File: config.mk
export PLATFORM = sky130hd
export DESIGN_NAME = hpcb_bank
export DESIGN_NICKNAME = d
export VERILOG_FILES = /design/src/core/hpcb_bank.v
export VERILOG_INCLUDE_DIRS = /design/src /design/src/core
export SDC_FILE = /design/constraint.sdc
export NUM_CORES = 1
export LEC_CHECK = 0
export BUFFER_PORTS_ARGS = -buffer_cell sky130_fd_sc_hd__buf_4
export CORE_MARGIN = 10
export CORE_UTILIZATION = 48
export CTS_BUF_LIST = sky130_fd_sc_hd__clkbuf_8 sky130_fd_sc_hd__clkbuf_16
export DETAILED_ROUTE_END_ITERATION = 7
export PLACE_DENSITY = 0.78
export SYNTH_ARGS = -nofsm -noshare
export SYNTH_HDL_FRONTEND = slang
export SYNTH_SLANG_ARGS = --single-unit
export TNS_END_PERCENT = 20
File: constraint.sdc
create_clock -name ref_clk -period 1.71 [get_ports ref_clk]
set_input_delay 0.0855 -clock ref_clk [delete_from_list [all_inputs] [get_ports ref_clk]]
set_output_delay 0.0855 -clock ref_clk [all_outputs]
set_load 0.02 [all_outputs]
File: src/core/hpcb_regs.vh
// Purpose: Offsets, fields and reset values of the hub port config bank
// Assumes: Byte-wide registers on a plain strobe port
// Notes:   Reset values are plain defaults
`ifndef HPCB_REGS_VH
`define HPCB_REGS_VH

`define HPCB_OFF_BYTE_ONE   8'h06
`define HPCB_OFF_BYTE_TWO   8'h07
`define HPCB_OFF_BYTE_THREE 8'h08
`define HPCB_OFF_FIXED      8'h09
`define HPCB_OFF_DIS_SP     8'h0a
`define HPCB_OFF_DIS_BP     8'h0b
`define HPCB_OFF_REMAP_A    8'hfb
`define HPCB_OFF_REMAP_B    8'hfc
`define HPCB_OFF_STATUS     8'h80

`define HPCB_BIT_PWR        0
`define HPCB_BIT_COMPOSITE  3
`define HPCB_BIT_NUMSEL     3
`define HPCB_BIT_STRING     0

`define HPCB_MASK_BYTE_ONE  8'h01
`define HPCB_MASK_BYTE_TWO  8'h08
`define HPCB_MASK_BYTE_THREE 8'h09
`define HPCB_MASK_PORTS     8'h0e

`define HPCB_RST_BYTE_ONE   8'h00
`define HPCB_RST_BYTE_TWO   8'h00
`define HPCB_RST_BYTE_THREE 8'h00
`define HPCB_RST_MASK       8'h00

`endif

File: src/core/hpcb_bank.v
// Purpose: Hub port configuration register slice and port numbering
// Assumes: Configuring agent writes before host enumeration
// Notes:   Remap registers are taken as two 4-bit-per-port fields
`timescale 1ns/100ps
`include "hpcb_regs.vh"

// What this block does
// - Power bit 0 picks ganged (0) or individual (1) port switching.
// - Second config byte bit 3 flags hub as part of composite device.
// - Third config byte bit 3 selects port numbering and disable method.
// - Numbering select 0 uses disable registers 0A and 0B for port enables.
// - Standard mode reports ports contiguously, shifting higher ports down.
// - Numbering select 1 takes mapping and disabling from FB and FC.
// - String descriptors answered only when third byte bit 0 is set.
// - Standard mode disables masked ports in any order; counts enabled.
// - Fixed-attachment mask bits 1 to 3 mark ports 1 to 3; rest reserved.
module hpcb_bank (
	input  wire       ref_clk,
	input  wire       rst_n,
	input  wire [7:0] addr,
	input  wire [7:0] wdata,
	input  wire       wr_stb,
	input  wire       rd_stb,
	input  wire       self_powered,
	output reg  [7:0] rdata,
	output reg        power_individual,
	output reg        composite_device,
	output reg        string_enable,
	output reg  [3:0] port_enable,
	output reg  [1:0] enabled_count,
	output reg  [1:0] host_num_p1,
	output reg  [1:0] host_num_p2,
	output reg  [1:0] host_num_p3,
	output reg  [3:0] fixed_ports
);

	reg  [7:0] hub_config_byte_one;
	reg  [7:0] hub_config_byte_two;
	reg  [7:0] hub_config_byte_three;
	reg  [7:0] fixed_attachment_mask;
	reg  [7:0] self_powered_disable_mask;
	reg  [7:0] bus_powered_disable_mask;
	reg  [7:0] remap_lo;
	reg  [7:0] remap_hi;
	reg        sp_meta;
	reg        sp_sync;
	reg  [7:0] next_rdata;
	reg  [3:0] next_enable;
	reg  [1:0] next_n1;
	reg  [1:0] next_n2;
	reg  [1:0] next_n3;
	wire [7:0] dis_mask;
	wire       numsel;
	wire       wr_byte_one;
	wire       wr_byte_two;
	wire       wr_byte_three;
	wire       wr_fixed;
	wire       wr_dis_sp;
	wire       wr_dis_bp;
	wire       wr_remap_a;
	wire       wr_remap_b;
	wire [3:0] std_enable;
	wire [1:0] std_n1;
	wire [1:0] std_n2;
	wire [1:0] std_n3;
	wire [3:0] map_enable;
	wire [1:0] map_n1;
	wire [1:0] map_n2;
	wire [1:0] map_n3;
	wire [1:0] next_count;

	// One decode per register; unmapped offsets match none
	assign wr_byte_one   = wr_stb && (addr == `HPCB_OFF_BYTE_ONE);
	assign wr_byte_two   = wr_stb && (addr == `HPCB_OFF_BYTE_TWO);
	assign wr_byte_three = wr_stb && (addr == `HPCB_OFF_BYTE_THREE);
	assign wr_fixed      = wr_stb && (addr == `HPCB_OFF_FIXED);
	assign wr_dis_sp     = wr_stb && (addr == `HPCB_OFF_DIS_SP);
	assign wr_dis_bp     = wr_stb && (addr == `HPCB_OFF_DIS_BP);
	assign wr_remap_a    = wr_stb && (addr == `HPCB_OFF_REMAP_A);
	assign wr_remap_b    = wr_stb && (addr == `HPCB_OFF_REMAP_B);

	// Standard numbering: each enabled port takes the next free number
	assign std_enable = {~dis_mask[3:1], 1'b0};
	assign std_n1     = std_enable[1] ? 2'h1 : 2'h0;
	assign std_n2     = std_enable[2] ?
		(2'h1 + {1'b0, std_enable[1]}) : 2'h0;
	assign std_n3     = std_enable[3] ? (2'h1 + {1'b0, std_enable[1]}
		+ {1'b0, std_enable[2]}) : 2'h0;

	// Remap: a zero field disables that port, so the count stays honest
	assign map_n1     = remap_lo[1:0];
	assign map_n2     = remap_lo[5:4];
	assign map_n3     = remap_hi[1:0];
	assign map_enable = {|map_n3, |map_n2, |map_n1, 1'b0};

	// Two bits suffice: at most three ports
	assign next_count = {1'b0, next_enable[1]} + {1'b0, next_enable[2]}
		+ {1'b0, next_enable[3]};

	assign numsel   = hub_config_byte_three[`HPCB_BIT_NUMSEL];
	// Power source strap is a pin, so it is synchronised first
	assign dis_mask = sp_sync ? self_powered_disable_mask
	                          : bus_powered_disable_mask;

	always @(posedge ref_clk or negedge rst_n) begin
		if (!rst_n) begin
			sp_meta <= 1'b0;
			sp_sync <= 1'b0;
		end else begin
			sp_meta <= self_powered;
			sp_sync <= sp_meta;
		end
	end

	// Register writes; reserved bits of config and mask registers never stored
	always @(posedge ref_clk or negedge rst_n) begin
		if (!rst_n) begin
			hub_config_byte_one       <= `HPCB_RST_BYTE_ONE;
			hub_config_byte_two       <= `HPCB_RST_BYTE_TWO;
			hub_config_byte_three     <= `HPCB_RST_BYTE_THREE;
			fixed_attachment_mask     <= `HPCB_RST_MASK;
			self_powered_disable_mask <= `HPCB_RST_MASK;
			bus_powered_disable_mask  <= `HPCB_RST_MASK;
			remap_lo                  <= `HPCB_RST_MASK;
			remap_hi                  <= `HPCB_RST_MASK;
		end else begin
			// Reserved bits masked on the way in, so reads need no mask
			if (wr_byte_one) begin
				hub_config_byte_one <= wdata & `HPCB_MASK_BYTE_ONE;
			end
			if (wr_byte_two) begin
				hub_config_byte_two <=
					wdata & `HPCB_MASK_BYTE_TWO;
			end
			if (wr_byte_three) begin
				hub_config_byte_three <=
					wdata & `HPCB_MASK_BYTE_THREE;
			end
			if (wr_fixed) begin
				fixed_attachment_mask <= wdata & `HPCB_MASK_PORTS;
			end
			if (wr_dis_sp) begin
				self_powered_disable_mask <= wdata & `HPCB_MASK_PORTS;
			end
			if (wr_dis_bp) begin
				bus_powered_disable_mask <= wdata & `HPCB_MASK_PORTS;
			end
			// Remap fields sit at four-bit spacing; spare bits kept
			if (wr_remap_a) begin
				remap_lo <= wdata;
			end
			if (wr_remap_b) begin
				remap_hi <= wdata;
			end
		end
	end

	// Read mux; unmapped offsets read zero
	always @* begin
		case (addr)
		`HPCB_OFF_BYTE_ONE:   next_rdata = hub_config_byte_one;
		`HPCB_OFF_BYTE_TWO:   next_rdata = hub_config_byte_two;
		`HPCB_OFF_BYTE_THREE: next_rdata = hub_config_byte_three;
		`HPCB_OFF_FIXED:   next_rdata = fixed_attachment_mask;
		`HPCB_OFF_DIS_SP:  next_rdata = self_powered_disable_mask;
		`HPCB_OFF_DIS_BP:  next_rdata = bus_powered_disable_mask;
		`HPCB_OFF_REMAP_A: next_rdata = remap_lo;
		`HPCB_OFF_REMAP_B: next_rdata = remap_hi;
		`HPCB_OFF_STATUS:
			next_rdata = {2'b00, enabled_count, port_enable[3:1], 1'b0};
		default:           next_rdata = 8'h00;
		endcase
	end

	// Port numbering: standard packs enabled ports, remap takes fields
	always @* begin
		next_enable = 4'h0;
		next_n1     = 2'h0;
		next_n2     = 2'h0;
		next_n3     = 2'h0;
		if (!numsel) begin
			next_enable = std_enable;
			next_n1     = std_n1;
			next_n2     = std_n2;
			next_n3     = std_n3;
		end else begin
			next_enable = map_enable;
			next_n1     = map_n1;
			next_n2     = map_n2;
			next_n3     = map_n3;
		end
	end

	always @(posedge ref_clk or negedge rst_n) begin
		if (!rst_n) begin
			rdata            <= 8'h00;
			power_individual <= 1'b0;
			composite_device <= 1'b0;
			string_enable    <= 1'b0;
			port_enable      <= 4'h0;
			enabled_count    <= 2'h0;
			host_num_p1      <= 2'h0;
			host_num_p2      <= 2'h0;
			host_num_p3      <= 2'h0;
			fixed_ports      <= 4'h0;
		end else begin
			rdata            <= rd_stb ? next_rdata : 8'h00;
			power_individual <= hub_config_byte_one[`HPCB_BIT_PWR];
			composite_device <=
				hub_config_byte_two[`HPCB_BIT_COMPOSITE];
			string_enable <= hub_config_byte_three[`HPCB_BIT_STRING];
			port_enable   <= next_enable;
			enabled_count <= next_count;
			host_num_p1   <= next_n1;
			host_num_p2   <= next_n2;
			host_num_p3   <= next_n3;
			// Composite flag relies on agent marking ports here
			fixed_ports   <= fixed_attachment_mask[3:0];
		end
	end

endmodule // hpcb_bank

After elaboration in Yosys (flattened, before gate mapping)
Cells that the tools add are included.

operators by class
  $add $sub $neg = 4
  equality and inequality tests = 9
  multiplexer cells = 10
  bitwise gates (word level) = 1
  reductions and logical operators = 11

operators by type and width
  kind                 number
  $pmux 8 s9           1
  $eq 8x4->1 const B   4
  $eq 8x8->1 const B   3
  $eq 8x3->1 const B   2
  $mux 2               5
  $logic_and 1x1->1    8
  $mux 4               2
  $mux 8               1
  $reduce_or 2->1      3
  $add 2x1->2          2
  $not 3->3            1
  $add 1x1->2          1
  $add 1x1->2 const A  1
  $mux 1               1

word-level totals
  register bits after elaboration = 57
  output and inout port bits = 27
  word-level logic and storage cells = 55

Longest topological paths before layout
Gate-level depths: netlist (run 1).

  depth after elaboration = 6
  depth in mapped cells = 6

Least setup slack after synthesis (run 1)
OpenSTA, ideal clock, no wires.

  path kind = reg-to-reg
  start point = reg sp_sync
  end point = reg enabled_count[0]
  library setup time = 0.114 ns
  arrival time = 1.593 ns
  required time = 1.596 ns
  slack = 0.003 ns
  cell stages (with the launch flop) = 7
  buffers on the path = 0
  cell sequence = dfrtp_1 > mux2_2 > o21ai_0 > or2_2 > inv_1 > fa_1 > inv_1

between the ends
  cells in the longest elaborated chain, start to end = 5

ends and longest elaborated chain
  element                   RTL line         RTL
  start, declared           hpcb_bank.v:46   reg sp_sync;
  start signal, assigned    hpcb_bank.v:111  sp_sync <= sp_meta;
  $mux 4                    hpcb_bank.v:102  assign dis_mask = sp_sync ? self_powered_disable_mask
  $not 3->3                 hpcb_bank.v:83   assign std_enable = {~dis_mask[3:1], 1'b0};
  $mux 4                    hpcb_bank.v:181  if (!numsel) begin
  named net next_enable[1]  hpcb_bank.v:48   reg [3:0] next_enable;
  $add 1x1->2               hpcb_bank.v:97   assign next_count = {1'b0, next_enable[1]} + {1'b0, next_enable[2]}
  $add 2x1->2               hpcb_bank.v:98   + {1'b0, next_enable[3]};
  named net next_count[0]   hpcb_bank.v:70   wire [1:0] next_count;
  end signal, assigned      hpcb_bank.v:213  enabled_count <= next_count;
  end, declared             hpcb_bank.v:30   output reg [1:0] enabled_count,

The timed path passes the listed nets, and every way through them passes these cells.
A chain may end at the register's enable or synchronous reset.

Final worst setup path (run 1)
  start point = reg sp_sync
  end point = reg enabled_count[0]

between the ends
  elaborated cells on any way between the ends = 5

RTL lines
  element                   RTL line
  $mux 4                    hpcb_bank.v:102
  $not 3->3                 hpcb_bank.v:83
  $mux 4                    hpcb_bank.v:181
  named net next_enable[3]  hpcb_bank.v:48
  $add 2x1->2               hpcb_bank.v:98
  named net next_count[0]   hpcb_bank.v:70

The timed path passes the listed nets, and every way through them passes these cells.

==> metrics.txt, run 1 <==
vias in the first global route=1,705; Worst Hold Slack=0.0125 ns; maximum VDD drop=0.435 mV; CTS max path bufs=2; CP Launch Type=flop; Clk Latency, worst-skew pair=roughly 0.31 ns; drt first pass iters=4; Site Rows=25; Vias/cell=between 5 and 6; Hold Violations, Final=0; Fmax=589 MHz; initial antenna violation count=0; first-pass GRT wire length=a little over 8 mm; H-Tree Depth=2; pre-CTS setup slack=-0.0720 ns; crit end category=flop; post-route setup TNS=0 ns; CTS tree=yes; Syn Area/Cell=around 14 sq um; P_leak=1.48 nW; CP Class=flop to flop; Critical Path Max Stage Delay=around 0.47 ns; post-route setup slack=0.0132 ns; Clock Pin Slew Worst Setup and Hold Paths=about 0.10 ns; Initial DRC Count=103; Syn Std Cell Area=0.00233 sq mm; Distinct cells, synth=34; clock skew=roughly 0.0044 ns; metal3 WL=342 um; Area Overhead vs Synth=30.9%; commonest non-fill, non-tap cells in the layout=buf_4 (63), dfrtp_1 (55), mux2_2 (32); Starting Density=0.493; HPWL Detailed=roughly 3.8 mm; HP Class=input pin to flop; max-cap check violation count=0; # port buffers=45; status=completed; post-layout util=0.645; CP top delay family=adder cells; Synth Warn #=0; # diodes=0; most common cell after layout, fill and taps aside=buf_4; pin count of the biggest net entering global routing=57; Final #Nets=266; Design Power=2.78 mW; crit-path most repeated cell=inv_1; ratio of cells with drive above 1 in the final layout=0.463; Die ar.=between 0.008 and 0.009 sq mm; # DRC=0; Simple-Gate Fraction of Synth Area=0.0898; top cell type's share of synthesized area=0.602; Met1 Wirelength=2.17 mm; Worst Path Arrival=about 1.9 ns; cells after synthesis=around 170; root buffer selected by CTS=clkbuf_8; Total GRT Usage=0.136; crit path cell chain=buf_4 > mux2_2 > o21ai_2 > inv_1 > fa_1 > inv_1; CTS Buf Count=5; Final Critical Period=about 1.7 ns; Post-DRT Antenna Nets=0; Max Fanout on Critical Path=3; share of synthesized cell area in full adder, half adder and majority cells=0.0247; DR WL met2=2.60 mm; Synth area leader=dfrtp_1; top layer in use=met4; #FFs+latches synth=56; core box area=between 0.004 and 0.005 sq mm; non-filler cells, final=309; sequential area share after synthesis=0.602; Final setup viols=0; Worst slew margin=0.418; Final GP Congestion=0.825; worst-margin pin slew=0.864 ns; CP max stage cell=fa_1; grt ovf=0; Worst Path Buf+Inv=3; xor/xnor cell area share of the yosys netlist=0; CTS sink cnt=56; mux contribution to synthesized area=0.168; wire length per cell=16.9 um; cells taking the most area after synthesis=dfrtp_1 (60%), mux2_2 (16%), a222oi_1 (2.6%); Synth Area in Compound Gates=0.0887; Post-Route WL=5.22 mm; DP Area=roughly 0.0028 sq mm; RSZ-0062 raised after global routing=true; design area=between 0.003 and 0.004 sq mm; Max Transition Viols Final=0; DIE WIDTH=approximately 90 um; worst endpoint required time=1.93 ns; chip height=89.6 um; Tcrit/Tclk final=0.992; IO Count=48; Cell Pwr Density=~900 mW/mm^2; largest family of logic cells by synthesized area=multiplexers; # placed instances=between 200 and 300; total number of vias=1,633
[final cells by class]
type                       instances  area, sq um
clock buffer                       5         68.8
sequential                        56         1400
inverter                           7         26.3
timing repair buffer              67          513
fill                             359         1680
tap                               67         83.8
clock inverter                     3         68.8
multi-input combinational        104          883
[metal layers]
metal,vias to the layer above,GRT usage
li1,759,-
met1,820,0.154
met2,42,0.232
met3,12,0.0397
met4,0,0.0621
met5,-,0
[repair_timing]
item,4_1_cts,5_1_grt
endpoints found under the setup margin,1,1
endpoints found under the hold margin,58,1
hold buffers,3,1
resized for setup,6,1
buffers inserted,1,1
[state kept, by name (all words and copies together) (netlist names), 2 cells and up]
| register | flops |
|---|---|
| fixed_attachment_mask | 3 |
| bus_powered_disable_mask | 3 |
| port_enable | 3 |
| rdata | 8 |
| host_num_p1 | 2 |
| host_num_p2 | 2 |
| remap_lo | 8 |
| enabled_count | 2 |
| self_powered_disable_mask | 3 |
| hub_config_byte_three | 2 |
| fixed_ports | 3 |
| host_num_p3 | 2 |
| remap_hi | 8 |
[power by group]
part	switching, mW	total [mW]	internal (mW)
Sequential	0.0446	1.44	1.39
Combinational	0.164	0.317	0.153
Clock	0.435	1.02	0.589
Total	0.644	2.78	2.13
[final timing paths]
check	depth (start not counted)	slack (ns)	start	endpoint
max	6	0.01	sp_sync	enabled_count[0]
max reg2reg	6	0.01	sp_sync	enabled_count[0]
min	2	0.01	wdata[7]	remap_lo[7]
min in group asynchronous	2	0.34	rst_n	hub_config_byte_two[3]
max in group asynchronous	2	0.88	rst_n	hub_config_byte_three[3]
min reg2reg	0	0.37	sp_meta	sp_sync
[cells by family after synthesis]
kind of cell	after synthesis
DFF	56
and+or+nand+nor	36
muxes	35
buffers and inverters	13
AOI/OAI and AO/OA	27
adders and majority gates	4
other	1
[synth_stat cells, drive strengths merged]
cell type / count
nor3b: 1
nand2: 7
conb: 1
fa: 1
mux2: 33
and2: 1
buf: 3
or4: 1
ha: 3
nor3: 2
dfrtp: 56
nand4: 1
inv: 7
o41ai: 1
nand4bb: 1
a21oi: 4
and4: 1
a22oi: 5
or2: 1
o31ai: 2
a22o: 2
clkbuf: 3
nor2: 9
nand3: 6
mux2i: 2
a31oi: 1
nand3b: 1
o21ai: 5
nand4b: 1
a222oi: 6
nor2b: 3
o2bb2ai: 1
[worst reg2reg max path, stage by stage, from the launching register on]
cell     delay [ns]
dfrtp_1        0.42
buf_4          0.13
mux2_2         0.34
o21ai_2        0.13
inv_1          0.07
fa_1           0.47
inv_1          0.04
(Power assumes the default switching activity.)
==> inputs of run 2 (changes only) <==
- CORE_UTILIZATION: 48 -> 50
- GPL_TIMING_DRIVEN: not set -> 0
- clock period: 1.71 -> 2.1 ns (I/O delays scaled with it)
==> metrics.txt, run 2 (synthesized netlist as in run 1, its figures left out) <==
status=completed; Total GRT Usage=0.142; Die ar.=0.00778 sq mm; Final GP Congestion=0.767; HP Class=input pin to flop; root buffer selected by CTS=clkbuf_8; Clk Latency, worst-skew pair=slightly above 0.3 ns; initial antenna violation count=0; CTS max path bufs=2; worst flop-to-flop path endpoint=enabled_count[0]; # DRC=0; max-cap check violation count=0; core box area=0.00444 sq mm; ratio of cells with drive above 1 in the final layout=0.407; CTS sink cnt=56; vias in the first global route=1,669; total number of vias=1,585; DIE WIDTH=88.2 um; pin count of the biggest net entering global routing=57; # port buffers=43; drt first pass iters=6; Cell Pwr Density=~700 mW/mm^2; post-route setup TNS=0 ns; Site Rows=24; Worst slew margin=0.440; Final setup viols=0; HPWL Detailed=3.73 mm; Final Critical Period=approximately 1.9 ns; CP Launch Type=flop; CP Class=flop to flop; Vias/cell=5.70; hold path startpoint=wdata[7]; non-filler cells, final=278; post-cts resize count=0; maximum VDD drop=0.412 mV; worst-margin pin slew=0.831 ns; RSZ-0062 raised after global routing=false; chip height=88.2 um; FF-to-FF path depth=6; Starting Density=0.524; IO Count=48; Worst Hold Slack=0.0332 ns; # diodes=0; CTS Buf Count=5; first-pass GRT wire length=roughly 8.5 mm; Max Transition Viols Final=0; Worst Path Arrival=2.09 ns; Max Fanout on Critical Path=3; commonest non-fill, non-tap cells in the layout=dfrtp_1 (56), buf_4 (45), mux2_2 (33); most common cell after layout, fill and taps aside=dfrtp_1; crit end category=flop; r2r setup slk=about 0.22 ns; Hold Violations, Final=0; Top Registers=rdata x8, remap_hi x8, remap_lo x8; Fmax=533 MHz; Initial DRC Count=226; Tcrit/Tclk final=0.894; # placed instances=268; WHS Path Cells=2; CTS tree=yes; wire length per cell=18.2 um; grt ovf=0; Hold EP=remap_hi[7]; Post-Route WL=5.06 mm; worst endpoint required time=roughly 2.3 ns; H-Tree Depth=2; clock skew=~0.0058 ns; Final #Nets=250; Clock Pin Slew Worst Setup and Hold Paths=0.09 ns; Area Overhead vs Synth=21.7%; Post-DRT Antenna Nets=0; P_leak=1.37 nW; Worst R2R Start=sp_sync
==> run 2: area by class of cell <==
cell class,instances,area (sq um)
plain buffers,6,31.3
well taps,52,65.1
multi-input cells,104,872
repair buffers,45,343
clock buffers,6,82.6
flip-flops and latches,56,1400
inverters,7,26.3
fillers,356,1610
clock inverters,2,10.0
==> run 2: how the worst max path moves through the flow <==
stage / endpoint / start / slack [ns] / depth (start not counted)
final: enabled_count[0] / sp_sync / 0.22 / 6
after global routing: enabled_count[0] / sp_sync / 0.02 / 6
after CTS: enabled_count[0] / sp_sync / 0.19 / 6
after detailed placement: remap_lo[6] / addr[0] / 0.20 / 5
after global placement: remap_hi[3] / addr[0] / 0.22 / 5
after floorplan: enabled_count[0] / sp_sync / 0.39 / 6
==> run 2: metrics by stage <==
step / utilization / setup slack (ns) / power, mW / area (sq um)
floorplan: - / 0.393 / 1.29 / 2330
global placement: 0.612 / 0.222 / 1.42 / 2720
detailed placement: 0.612 / 0.202 / 1.43 / 2720
CTS: 0.637 / 0.186 / 2.03 / 2830
global route: 0.637 / 0.0174 / 2.10 / 2830
finish: 0.637 / 0.222 / 2.00 / 2830
==> run 2: what timing repair did <==
item | 4_1_cts | 5_1_grt
buffers inserted | 0 | 0
hold buffers | 2 | 0
hold endpoints to repair | 57 | 0
==> run 2: layer usage <==
layer / global-route usage / wire [um]
met5: 0 / 0
met1: 0.163 / 2010
met4: 0.0382 / 59
met2: 0.235 / 2560
met3: 0.0653 / 434
==> run 2: report_power, final <==
group	switching, mW	leakage (nW)	internal [mW]
logic	0.129	0.591	0.107
registers	0.0352	0.730	1.13
clock network	0.335	0.0510	0.264
total	0.500	1.37	1.50
==> run 2: worst max-delay path: stages (launching register included) <==
cell and delay (ns):
dfrtp_1 0.43, mux2i_1 0.34, inv_1 0.10, o21ai_0 0.24, inv_1 0.10, fa_1 0.54
inv_1 0.04
